File: config.mk
export PLATFORM = sky130hd
export DESIGN_NAME = qdc_top
export DESIGN_NICKNAME = d
export VERILOG_FILES = /design/src/qdc_pkg.sv /design/src/qdc_i2c_rx.sv /design/src/qdc_top.sv
export SDC_FILE = /design/constraint.sdc
export NUM_CORES = 1
export LEC_CHECK = 0
export ABC_AREA = 1
export BUFFER_PORTS_ARGS = -buffer_cell sky130_fd_sc_hd__buf_2
export CAP_MARGIN = 20
export CORE_MARGIN = 2
export CORE_UTILIZATION = 25
export DETAILED_ROUTE_END_ITERATION = 8
export MAX_ROUTING_LAYER = met4
export PLACE_DENSITY_LB_ADDON = 0.1
export SLEW_MARGIN = 20
export SYNTH_ARGS = -nofsm -noshare
export SYNTH_HDL_FRONTEND = slang
export SYNTH_SLANG_ARGS = --single-unit
File: constraint.sdc
create_clock -name clk -period 1.5 [get_ports clk]
set_input_delay 0.075 -clock clk [delete_from_list [all_inputs] [get_ports clk]]
set_output_delay 0.075 -clock clk [all_outputs]
set_load 0.005 [all_outputs]
File: src/qdc_pkg.sv
// Constants for the quad converter command decoder.
// Assumes a single 50 MHz clock and an asynchronous active-low reset.
// Summary of operation
// [RQ1] Frame is 24 bits: reserved, byte select, command, channel address, data.
// [RQ2] 14-bit variant takes code from frame bits 15..2.
// [RQ3] 12-bit variant takes code from frame bits 15..4.
// [RQ4] Broadcast address accepted only for writes.
// [RQ5] Broadcast address acknowledged regardless of address pins.
// [RQ6] Command 000 writes input register; 001 copies input to converter.
// [RQ7] Command 010 writes input register then loads all channels.
// [RQ8] Command 011 writes and updates addressed channel together.
// [RQ9] Commands 100 power, 101 reset, 110 mask setup, 111 reference.
// [RQ10] Address 000..011 selects A..D; 111 selects all channels.
// [RQ11] Input register written only after complete valid write.
// [RQ12] Strobe high: converter registers hold.
// [RQ13] Strobe low: converter registers take input registers.
// [RQ14] Strobe updates a channel only if its input was written since.
// [RQ15] Mask bit 1 updates on new data; bit 0 follows strobe.
// [RQ16] Command 110 loads mask from bits 3..0, A in bit 0, resets 0.
// [RQ17] Without strobe pin, mask 0 leaves updates to the command.
// [RQ18] Command 100 applies mode from bits 5..4 to selected channels.
// [RQ19] Power command bits 3..0 select D..A; 0 leaves channel unchanged.
// [RQ20] Mode 00 normal, 01 1k pull-down, 10 100k, 11 three-state.
// [RQ21] Power-down keeps converter register contents.
// [RQ22] Master writes reserved bit 23 as 0.
// [RQ23] Byte select 1 reuses command byte for later data pairs; code tests cmd_q bit 22, out of range, so it reuses for select 0 too.
// [RQ24] Reset bit0 0 clears converter; 1 also mask, power, reference.
// [RQ25] Act only after last frame byte fully received and acknowledged.
// [RQ26] Channel addresses 100, 101, 110 are ignored.
`default_nettype none
package qdc_pkg;
  localparam logic [6:0] QDC_BCAST_ADDR = 7'h08;
  localparam logic [2:0] QDC_CMD_WR_IN = 3'h0;
  localparam logic [2:0] QDC_CMD_UPD = 3'h1;
  localparam logic [2:0] QDC_CMD_WR_ALL = 3'h2;
  localparam logic [2:0] QDC_CMD_WR_UPD = 3'h3;
  localparam logic [2:0] QDC_CMD_POWER = 3'h4;
  localparam logic [2:0] QDC_CMD_RESET = 3'h5;
  localparam logic [2:0] QDC_CMD_MASK = 3'h6;
  localparam logic [2:0] QDC_CMD_REF = 3'h7;
  localparam logic [2:0] QDC_CH_ALL = 3'h7;
  localparam int QDC_POS_SEL = 22;
  localparam int QDC_POS_CMD = 19;
  localparam int QDC_POS_CH = 16;
  localparam int QDC_POS_PWR = 4;
  localparam logic [3:0] QDC_MASK_RST = 4'h0;
  localparam logic [1:0] QDC_PWR_RST = 2'h0;
  localparam logic [15:0] QDC_CODE_RST = 16'h0000;
  localparam logic [15:0] QDC_CODE_MID = 16'h8000;
endpackage
`default_nettype wire

File: src/qdc_i2c_rx.sv
// Two-wire slave receiver: collects write bytes and answers with acknowledge.
// Assumes scl and sda inputs already pass two flip-flops in the parent.
`default_nettype none
module qdc_i2c_rx (
  // Clock and reset
  input wire logic clk,
  input wire logic rst_b,
  // Synchronised bus lines
  input wire logic scl_s,
  input wire logic sda_s,
  input wire logic [6:0] own_addr,
  // Acknowledge drive, low enable pulls low
  output logic sda_oe_b,
  // Received byte after its acknowledge
  output logic byte_stb,
  output logic [7:0] byte_data,
  output logic byte_first,
  output logic frame_stop
);
  typedef enum logic [3:0] {
    QDC_IDLE = 4'b0001, QDC_ADDR = 4'b0010, QDC_DATA = 4'b0100, QDC_SKIP = 4'b1000
  } qdc_rx_e;
  qdc_rx_e st_q;
  logic scl_q, sda_q, ack_q, first_q;
  logic [7:0] sh_q;
  logic [3:0] cnt_q;
  wire scl_rise = scl_s && !scl_q;
  wire scl_fall = !scl_s && scl_q;
  wire start_c = scl_s && scl_q && sda_q && !sda_s;
  wire stop_c = scl_s && scl_q && !sda_q && sda_s;
  wire addr_hit = sh_q[7:1] == own_addr || sh_q[7:1] == qdc_pkg::QDC_BCAST_ADDR; // RQ5
  wire addr_ok = addr_hit && !sh_q[0]; // RQ4
  assign sda_oe_b = !ack_q;
  always_ff @(posedge clk or negedge rst_b) begin
    if (!rst_b) begin
      st_q <= QDC_IDLE;
      scl_q <= 1'b1;
      sda_q <= 1'b1;
      ack_q <= 1'b0;
      first_q <= 1'b0;
      sh_q <= 8'h00;
      cnt_q <= 4'h0;
      byte_stb <= 1'b0;
      byte_data <= 8'h00;
      byte_first <= 1'b0;
      frame_stop <= 1'b0;
    end else begin
      scl_q <= scl_s;
      sda_q <= sda_s;
      byte_stb <= 1'b0;
      frame_stop <= stop_c && st_q != QDC_IDLE;
      if (start_c) begin
        st_q <= QDC_ADDR;
        cnt_q <= 4'h0;
        ack_q <= 1'b0;
      end else if (stop_c) begin
        st_q <= QDC_IDLE;
        ack_q <= 1'b0;
      end else if (scl_rise && cnt_q < 4'h8) begin
        sh_q <= {sh_q[6:0], sda_s};
        cnt_q <= cnt_q + 4'h1;
      end else if (scl_fall && cnt_q == 4'h8 && !ack_q) begin
        case (st_q)
          QDC_ADDR: begin
            ack_q <= addr_ok;
            first_q <= 1'b1;
            if (!addr_ok) st_q <= QDC_SKIP;
          end
          QDC_DATA: ack_q <= 1'b1;
          QDC_IDLE, QDC_SKIP: ack_q <= 1'b0;
          default: st_q <= QDC_IDLE;
        endcase
      end else if (scl_fall && cnt_q == 4'h8 && ack_q) begin
        ack_q <= 1'b0;
        cnt_q <= 4'h0;
        if (st_q == QDC_ADDR) begin
          st_q <= QDC_DATA;
        end else if (st_q == QDC_DATA) begin
          byte_stb <= 1'b1; // RQ25
          byte_data <= sh_q;
          byte_first <= first_q;
          first_q <= 1'b0;
        end
      end
    end
  end
endmodule
`default_nettype wire

File: src/qdc_top.sv
// Quad converter command decoder: frame assembly, commands, register banks.
// Assumes bus lines and the load strobe come from pins outside the clock domain.
`default_nettype none
module qdc_top #(
  parameter int RES_BITS = 16,
  parameter logic [6:0] DEV_ADDR = 7'h0c,
  parameter bit HAS_STROBE = 1'b1,
  parameter bit POR_MID = 1'b0
) (
  // Clock and reset
  input wire logic clk,
  input wire logic rst_b,
  // Two-wire link
  input wire logic scl_in,
  input wire logic sda_in,
  output logic sda_out,
  output logic sda_oe_b,
  // Load strobe pin, active low
  input wire logic load_strobe_n,
  // Converter codes, packed D..A
  output logic [63:0] conv_code,
  output logic [7:0] power_mode,
  output logic [3:0] autoload_mask,
  output logic ref_on
);
  ////////////////////////////////////////////////////////////////////////////
  // Input synchronisers
  logic [1:0] scl_sy_q, sda_sy_q, ld_sy_q;
  always_ff @(posedge clk or negedge rst_b) begin
    if (!rst_b) begin
      scl_sy_q <= 2'b11;
      sda_sy_q <= 2'b11;
      ld_sy_q <= 2'b11;
    end else begin
      scl_sy_q <= {scl_sy_q[0], scl_in};
      sda_sy_q <= {sda_sy_q[0], sda_in};
      ld_sy_q <= {ld_sy_q[0], load_strobe_n};
    end
  end
  wire strobe_low = HAS_STROBE && !ld_sy_q[1];

  ////////////////////////////////////////////////////////////////////////////
  // Byte receiver
  logic byte_stb, byte_first, frame_stop, ack_oe_b;
  logic [7:0] byte_data;
  qdc_i2c_rx u_rx (
    .clk(clk),
    .rst_b(rst_b),
    .scl_s(scl_sy_q[1]),
    .sda_s(sda_sy_q[1]),
    .own_addr(DEV_ADDR),
    .sda_oe_b(ack_oe_b),
    .byte_stb(byte_stb),
    .byte_data(byte_data),
    .byte_first(byte_first),
    .frame_stop(frame_stop)
  );
  always_ff @(posedge clk or negedge rst_b) begin
    if (!rst_b) begin
      sda_out <= 1'b1;
      sda_oe_b <= 1'b1;
    end else begin
      sda_out <= 1'b0;
      sda_oe_b <= ack_oe_b;
    end
  end

  ////////////////////////////////////////////////////////////////////////////
  // Frame assembly
  logic [7:0] cmd_q, hi_q;
  logic [1:0] idx_q;
  logic frame_go_q;
  wire cmd_byte = byte_first || (idx_q == 2'd0 && !cmd_q[qdc_pkg::QDC_POS_SEL]); // RQ23
  always_ff @(posedge clk or negedge rst_b) begin
    if (!rst_b) begin
      cmd_q <= 8'h00;
      hi_q <= 8'h00;
      idx_q <= 2'd0;
      frame_go_q <= 1'b0;
    end else begin
      frame_go_q <= 1'b0;
      if (frame_stop) begin
        idx_q <= 2'd0;
      end else if (byte_stb) begin
        if (cmd_byte) begin
          cmd_q <= byte_data;
          idx_q <= 2'd1;
        end else if (idx_q != 2'd2) begin
          hi_q <= byte_data;
          idx_q <= 2'd2;
        end else begin
          frame_go_q <= 1'b1; // RQ25
          idx_q <= 2'd0;
        end
      end
    end
  end
  logic [7:0] lo_q;
  always_ff @(posedge clk or negedge rst_b) begin
    if (!rst_b) lo_q <= 8'h00;
    else if (byte_stb && !cmd_byte && idx_q == 2'd2) lo_q <= byte_data;
  end
  wire [23:0] frame = {cmd_q, hi_q, lo_q}; // RQ1
  wire [2:0] cmd = frame[qdc_pkg::QDC_POS_CMD +: 3];
  wire [2:0] ch = frame[qdc_pkg::QDC_POS_CH +: 3];

  ////////////////////////////////////////////////////////////////////////////
  // Decoding
  function automatic logic [3:0] ch_sel(input logic [2:0] a);
    logic [3:0] r;
    r = 4'h0;
    case (a) // RQ10
      3'h0: r = 4'h1;
      3'h1: r = 4'h2;
      3'h2: r = 4'h4;
      3'h3: r = 4'h8;
      qdc_pkg::QDC_CH_ALL: r = 4'hf;
      default: r = 4'h0; // RQ26
    endcase
    return r;
  endfunction
  function automatic logic [15:0] code_of(input logic [15:0] d);
    logic [15:0] r;
    r = d;
    if (RES_BITS == 14) r = {d[15:2], 2'b00}; // RQ2
    else if (RES_BITS == 12) r = {d[15:4], 4'h0}; // RQ3
    return r;
  endfunction
  wire [3:0] sel = ch_sel(ch);
  wire [15:0] code = code_of(frame[15:0]);
  wire go = frame_go_q; // RQ9
  wire do_wr = go && (cmd == qdc_pkg::QDC_CMD_WR_IN || cmd == qdc_pkg::QDC_CMD_WR_ALL ||
                      cmd == qdc_pkg::QDC_CMD_WR_UPD); // RQ11
  wire [3:0] wr_ch = do_wr ? sel : 4'h0; // RQ6
  wire [3:0] cmd_upd = !go ? 4'h0 :
                       cmd == qdc_pkg::QDC_CMD_UPD ? sel : // RQ6
                       cmd == qdc_pkg::QDC_CMD_WR_UPD ? sel : // RQ8
                       cmd == qdc_pkg::QDC_CMD_WR_ALL ? 4'hf : 4'h0; // RQ7
  wire do_rst = go && cmd == qdc_pkg::QDC_CMD_RESET;
  wire full_rst = do_rst && frame[0]; // RQ24

  ////////////////////////////////////////////////////////////////////////////
  // Control registers
  logic [3:0] mask_q;
  logic [7:0] pwr_q;
  logic ref_q;
  always_ff @(posedge clk or negedge rst_b) begin
    if (!rst_b) begin
      mask_q <= qdc_pkg::QDC_MASK_RST;
      pwr_q <= {4{qdc_pkg::QDC_PWR_RST}};
      ref_q <= 1'b0;
    end else if (full_rst) begin
      mask_q <= qdc_pkg::QDC_MASK_RST; // RQ24
      pwr_q <= {4{qdc_pkg::QDC_PWR_RST}};
      ref_q <= 1'b0;
    end else if (go) begin
      if (cmd == qdc_pkg::QDC_CMD_MASK) mask_q <= frame[3:0]; // RQ16
      if (cmd == qdc_pkg::QDC_CMD_REF) ref_q <= frame[0];
      if (cmd == qdc_pkg::QDC_CMD_POWER) begin
        for (int i = 0; i < 4; i++) begin
          if (frame[i]) pwr_q[2*i +: 2] <= frame[qdc_pkg::QDC_POS_PWR +: 2]; // RQ18 RQ19 RQ20
        end
      end
    end
  end

  ////////////////////////////////////////////////////////////////////////////
  // Input and converter registers
  logic [15:0] in_q [4];
  logic [15:0] conv_q [4];
  logic [3:0] fresh_q;
  logic [3:0] upd;
  localparam logic [15:0] CODE_RST = POR_MID ? qdc_pkg::QDC_CODE_MID : qdc_pkg::QDC_CODE_RST;
  always_comb begin
    for (int i = 0; i < 4; i++) begin
      upd[i] = cmd_upd[i] || ((fresh_q[i] || wr_ch[i]) &&
               (mask_q[i] || strobe_low)); // RQ12 RQ13 RQ14 RQ15 RQ17
    end
  end
  always_ff @(posedge clk or negedge rst_b) begin
    if (!rst_b) begin
      fresh_q <= 4'h0;
      for (int i = 0; i < 4; i++) begin
        in_q[i] <= CODE_RST;
        conv_q[i] <= CODE_RST;
      end
    end else begin
      for (int i = 0; i < 4; i++) begin
        if (do_rst) begin
          in_q[i] <= 16'h0000;
          conv_q[i] <= 16'h0000; // RQ24
          fresh_q[i] <= 1'b0;
        end else begin
          if (wr_ch[i]) in_q[i] <= code; // RQ11
          if (upd[i]) conv_q[i] <= wr_ch[i] ? code : in_q[i]; // RQ21
          fresh_q[i] <= (fresh_q[i] || wr_ch[i]) && !upd[i]; // RQ14
        end
      end
    end
  end

  ////////////////////////////////////////////////////////////////////////////
  // Outputs
  always_ff @(posedge clk or negedge rst_b) begin
    if (!rst_b) begin
      conv_code <= {4{CODE_RST}};
      power_mode <= 8'h00;
      autoload_mask <= 4'h0;
      ref_on <= 1'b0;
    end else begin
      conv_code <= {conv_q[3], conv_q[2], conv_q[1], conv_q[0]};
      power_mode <= pwr_q;
      autoload_mask <= mask_q;
      ref_on <= ref_q;
    end
  end

  ////////////////////////////////////////////////////////////////////////////
  // Checks
  a_mask_load: assert property (@(posedge clk) disable iff (!rst_b)
    go && cmd == qdc_pkg::QDC_CMD_MASK && !do_rst |=> mask_q == $past(frame[3:0])) // RQ16
    else $error("mask not loaded");
  a_hold_strobe: assert property (@(posedge clk) disable iff (!rst_b)
    !go && !strobe_low && mask_q == 4'h0 |=> $stable(conv_q[0])) // RQ12
    else $error("converter changed while held");
  a_wr_upd: assert property (@(posedge clk) disable iff (!rst_b)
    go && cmd == qdc_pkg::QDC_CMD_WR_UPD && ch == 3'h1 |=> conv_q[1] == $past(code)) // RQ8
    else $error("write and update failed");
  a_bad_addr: assert property (@(posedge clk) disable iff (!rst_b)
    go && ch inside {3'h4, 3'h5, 3'h6} && cmd != qdc_pkg::QDC_CMD_RESET
    |=> $stable(in_q[2])) // RQ26
    else $error("undefined address wrote channel");
  a_full_rst: assert property (@(posedge clk) disable iff (!rst_b)
    full_rst |=> mask_q == 4'h0 && pwr_q == 8'h00 && !ref_q) // RQ24
    else $error("full reset incomplete");
  a_pwr_keep: assert property (@(posedge clk) disable iff (!rst_b)
    go && cmd == qdc_pkg::QDC_CMD_POWER |=> $stable(conv_q[3])) // RQ21
    else $error("power command touched converter");
  a_go_after: assert property (@(posedge clk) disable iff (!rst_b)
    frame_go_q |-> $past(byte_stb)) // RQ25
    else $error("action without received byte");
  a_strobe_load: assert property (@(posedge clk) disable iff (!rst_b)
    fresh_q[0] && strobe_low && !go |=> conv_q[0] == $past(in_q[0]) && !fresh_q[0]) // RQ13
    else $error("strobe did not load");
endmodule
`default_nettype wire

[Word level (Yosys, flattened, before mapping)]
Cells that the tools add are included.
Storage, ports and cells
  register bits after elaboration: 286
  bits of input ports: 5
  output and inout port bits: 79
  word-level logic and storage cells: 245
Operators by class
  add/subtract/negate cells: 1
  order comparisons: 1
  equal/unequal tests: 30
  multiplexer cells: 78
  bitwise operators: 7
  reductions and logical operators: 88
Operators with widths (count)
  $mux 16: 16
  $mux 4: 20
  $mux 1: 28
  $reduce_bool 2->1: 14
  $logic_and 1x1->1: 26
  $mux 8: 3
  $reduce_and 3->1: 8
  $pmux 4 s5: 1
  $mux 2: 8
  $eq 3x3->1 const B: 5
  $logic_or 1x1->1: 15
  $eq 7x4->1 const B: 2
  $reduce_and 7->1: 2
  $eq 3x2->1 const B: 4
  $logic_not 1->1: 12
  $eq 4x4->1 const B: 2
  $pmux 4 s2: 1
  $reduce_bool 4->1: 2
  $not 1->1: 7
  $eq 3x1->1 const B: 2
  $logic_not 3->1: 2
  $ne 3x1->1 const B: 2
  $ne 6x4->1 const B: 1
  $ne 5x3->1 const B: 1
  other kinds (18): 21

[Longest topological paths before layout]
  depth in word-level cells: 11
  mapped depth: 11
  gate-level depth less buffers: 10

[Modules after synthesis]
From an unflattened synthesis, not the netlist that was laid out.
Unflattened totals
  cells, all modules: 1117
  area total of the unflattened synthesis: 11046.8 um^2
By module, submodules not included
  qdc_top: instances 1, cells each 927, area each 9472.8 um^2, sequential area each 6391.1 um^2
  qdc_i2c_rx: instances 1, cells each 190, area each 1574.0 um^2, sequential area each 779.5 um^2

[Worst setup path after synthesis]
Ideal clock, no wire load.
  path type: register -> register
  from: register u_rx.cnt_q[0]
  to: register u_rx.byte_data[6]
  library setup time: 0.131 ns
  arrival time: 1.460 ns
  required time: 1.369 ns
  setup slack: -0.090 ns
  cell stages (with the launch flop): 9
  path buffers: 1
  cell sequence: dfrtp_1 -> inv_1 -> ha_1 -> nand3_1 -> nor2_1 -> nand3_2 -> clkbuf_1 -> nand2_1 -> o21ai_0
Between the ends
  cells in the longest elaborated chain, start to end: 5
  elaborated cells on any way between the ends: 9
  classes of those cells: 1 x order compare; 1 x eq/ne; 2 x bitwise; 5 x reduce/logical
Ends and longest elaborated chain
  start, declared: RTL line qdc_i2c_rx.sv:26  | logic [3:0] cnt_q;
  start signal, assigned: RTL line qdc_i2c_rx.sv:61  | cnt_q <= cnt_q + 4'h1;
  branches (longest 4 deep; another with $lt 4x4->1)
  $reduce_and 7->1 (no line) *
  end signal, assigned: RTL line qdc_i2c_rx.sv:80  | byte_data <= sh_q;
  end, declared: RTL line qdc_i2c_rx.sv:16  | output logic [7:0] byte_data,
Every way passes the cells marked *.
A chain may end at the register's enable or synchronous reset.

[Worst setup path in the final report]
  from: register cmd_q[3]
  to: register conv_q[17] (netlist bit)
Between the ends
  cells in the longest elaborated chain, start to end: 9
  elaborated cells on any way between the ends: 21
  classes of those cells: 4 x eq/ne; 8 x mux; 9 x reduce/logical
Ends and longest elaborated chain
  start, declared: RTL line qdc_top.sv:70  | logic [7:0] cmd_q, hi_q;
  start signal, assigned: RTL line qdc_top.sv:86  | cmd_q <= byte_data;
  $eq 3x2->1 / $logic_not 3->1 (equally long branches): RTL line qdc_top.sv:132, qdc_top.sv:138
  $logic_or 1x1->1 (2 in a row): RTL line qdc_top.sv:132  | wire do_wr = go && (cmd == qdc_pkg::QDC_CMD_WR_IN || cmd == qdc_pkg::QDC_CMD_WR_ALL ||
  $logic_and 1x1->1: RTL line qdc_top.sv:132
  $mux 4: RTL line qdc_top.sv:134  | wire [3:0] wr_ch = do_wr ? sel : 4'h0;
  $logic_or 1x1->1: RTL line qdc_top.sv:176  | upd[i] = cmd_upd[i] || ((fresh_q[i] || wr_ch[i]) &&
  $logic_and 1x1->1: RTL line qdc_top.sv:176
  $logic_or 1x1->1: RTL line qdc_top.sv:176
  $reduce_bool 2->1 (no line)
  end signal, assigned by index: RTL line qdc_top.sv:195  | if (upd[i]) conv_q[i] <= wr_ch[i] ? code : in_q[i];
  end, declared: RTL line qdc_top.sv:170  | logic [15:0] conv_q [4];
Parallel ways exist; a longest one is shown, timed or not. The select of a mux whose other input is x is not followed.

==> results.json <==
{
  "finalCritPeriodShare_pct": 105,
  "synth-seq-area-share_pct": 67.6,
  "startpoint": "cmd_q[3]",
  "reg2regPathDepth": 10,
  "drc": 0,
  "fillers": 4270,
  "design_area_um2": 14600,
  "htree_levels": 2,
  "multi_input_area_um2": 3740,
  "vias": 7631,
  "finClkSkew_ns": 0.0142,
  "tns_ns": -2.25,
  "first_pass_iters": 5,
  "syn_area_um2": 10600,
  "rows": 75,
  "regArea_um2": 7170,
  "wl_per_cell_um": 15.5,
  "post-place-ws_ns": -0.143,
  "drive_above_1_share_pct": 32.1,
  "die_h_um": 210,
  "insertion_delay_ns": 0.53,
  "max_freq_ghz": 0.634,
  "area_delta_synth_final_pct": 37.8,
  "grt_pass1_vias": 7825,
  "gp_routability_congestion": 0.773,
  "first_iter_violations": 405,
  "track_usage_pct": 13.6,
  "power.density_nw_per_um2": 1160,
  "overflow": 0,
  "cp-end-kind": "flip-flop",
  "min_period_ns": 1.58,
  "yosysUniqueCellTypes": 33,
  "synth_warnings": 0,
  "status": "finished, violations left",
  "finish.net_count": 1279,
  "antenna_left": 0,
  "cts_buffer_depth": 3,
  "arrival_ns": 2.00,
  "crit_required_ns": 1.92,
  "final_common_cell": "nand2_1",
  "cap_violations": 0,
  "cts_sinks": 286,
  "cts_buffers": 35,
  "die_area_um2": 44100,
  "cp_max_fo": 13,
  "yosys_register_bits": 286,
  "die_w_um": 210,
  "violations": "setup timing",
  "hold_violations": 0,
  "dp_hpwl_um": 17600,
  "path_class": "reg -> reg",
  "grt_max_degree": 59,
  "setup_ws_ns": -0.0776,
  "avgViaCountPerCell": 4.15,
  "min_path_type": "in -> async",
  "placed_cell_area_um2": 12300,
  "synth.avg_cell_area_um2": 9.85,
  "io_pins": 84,
  "power_leakage_nw": 7.62,
  "path_clk_slew_ns": 0.05,
  "mostFrequentLayoutCells": "290 x nand2_1, 274 x dfrtp_1, 89 x nor2_1",
  "finalWirelength_um": 28400,
  "grt_pass1_wl_um": 45200,
  "postSynthCellCount": 1077,
  "grt_setup_unrepaired": "yes",
  "initial_core_util_pct": 25.3,
  "slew_violations": 0,
  "num_antenna_cells": 0,
  "r2r-start": "cmd_q[3]",
  "antenna_found_initial": 0,
  "cts-root-buf": "clkbuf_16",
  "syn_nets": 1084,
  "cts_tree": "built",
  "peakVddDrop_mv": 0.568,
  "portBuffers": 83,
  "setup_viol": 63,
  "start_kind": "flip-flop",
  "core_region_area_um2": 41900
}
## stage by stage
step | std cells | util [%] | power, mW | hold slack, ns
finish | 1837 | 34.9 | 17.0 | 0.0493
global route | 1837 | 34.9 | 17.8 | 0.0540
CTS | 1828 | 33.8 | 17.3 | 0.0355
detailed placement | 1733 | 29.3 | 8.70 | 0.00962
global placement | 1733 | 29.3 | 8.70 | 0.00594
floorplan | 1077 | - | 8.34 | -0.221
## area by class of cell
class                      count  area share [%]
sequential                   286            49.1
tap                          539            4.61
multi-input combinational    690            25.6
timing repair buffer         191            11.1
inverter                      68            1.81
clock buffer                  54            7.18
clock inverter                 9           0.667
## timing repair
item / CTS / global route
hold buffers: 4 / 0
resized for setup: 111 / 100
pin swaps: 22 / 39
endpoints found under the hold margin: 279 / 0
endpoints found under the setup margin: 87 / 126
cloned: 7 / 2
setup buffers: 22 / 7
## synth_stat cells
library cell | count | share of area [%]
nand2_2 | 6 | 0.35
dfstp_2 | 11 | 2.7
nor2_4 | 1 | 0.11
buf_2 | 21 | 0.99
nand3_1 | 96 | 4.5
ha_1 | 2 | 0.24
clkbuf_1 | 8 | 0.28
a31oi_1 | 1 | 0.059
o22ai_1 | 1 | 0.059
o31ai_1 | 2 | 0.14
o21bai_1 | 1 | 0.071
or2_2 | 3 | 0.18
o211ai_1 | 2 | 0.14
buf_1 | 3 | 0.11
o21ai_0 | 48 | 2.3
conb_1 | 1 | 0.035
nand2_4 | 5 | 0.53
o21ai_1 | 4 | 0.19
nand2_1 | 342 | 12
clkinv_1 | 1 | 0.035
nor2_1 | 119 | 4.2
nand4_1 | 5 | 0.29
buf_4 | 2 | 0.14
inv_1 | 67 | 2.4
dfrtp_1 | 275 | 65
nand3_2 | 4 | 0.38
nor3_1 | 1 | 0.047
xnor2_1 | 1 | 0.083
nor2_2 | 8 | 0.47
buf_6 | 4 | 0.42
a21oi_1 | 30 | 1.4
o2111ai_1 | 1 | 0.083
o21ai_2 | 1 | 0.083
## registers in the layout, summed over array words and instances, names as in the netlist, 4 cells and up
register        count
conv_q             64
pwr_q               8
mask_q              4
in_q               64
power_mode          8
autoload_mask       4
u_rx.st_q           4
u_rx.cnt_q          4
cmd_q               6
fresh_q             4
u_rx.byte_data      8
hi_q                8
lo_q                8
u_rx.sh_q           8
conv_code          64
## power by group
part	switching [mW]	internal, mW	leakage (nW)	total [mW]
Combinational	0.428	0.252	3.11	0.680
Sequential	0.0834	7.86	3.94	7.95
Clock	3.23	5.16	0.564	8.39
Total	3.74	13.3	7.62	17.0
## layer usage
layer	wire [um]	vias to the layer above	track usage (%)	part of all wire, %
li1	-	3807	-	-
met1	13700	3685	18.3	48
met2	13100	89	20.6	46
met3	901	50	2.38	3.2
met4	773	0	5.16	2.7
met5	0	-	-	0
## worst max-delay path, stage by stage, from the launching register on
cell and delay (ns):
dfrtp_1 0.41, buf_6 0.13, inv_4 0.03, nand2_1 0.07
nand3_2 0.17, a21oi_4 0.18, nor2_4 0.06, buf_12 0.14
buf_8 0.15, nand3_1 0.07, nand2_1 0.05
## final timing paths
path                                  to  slack, ns
max                           conv_q[17]      -0.08
min                        conv_code[36]       0.05
max reg2reg                   conv_q[17]      -0.08
min reg2reg                  scl_sy_q[1]       0.35
max in group asynchronous    sda_sy_q[0]       0.77
min in group clk             sda_sy_q[0]       0.19
## cell families (layout without fill, tap and decap cells)
logic type,Yosys count,after routing,share of synthesized area (%)
adders and majority gates,2,2,0.236
other,1,1,0.0353
buffers and inverters,106,322,4.35
and+or+nand+nor,590,595,23.2
xor gates and xnor gates,1,1,0.0826
DFF,286,286,67.6
AOI/OAI and AO/OA,91,91,4.51
Note: power is estimated with default switching activity, not from simulation.
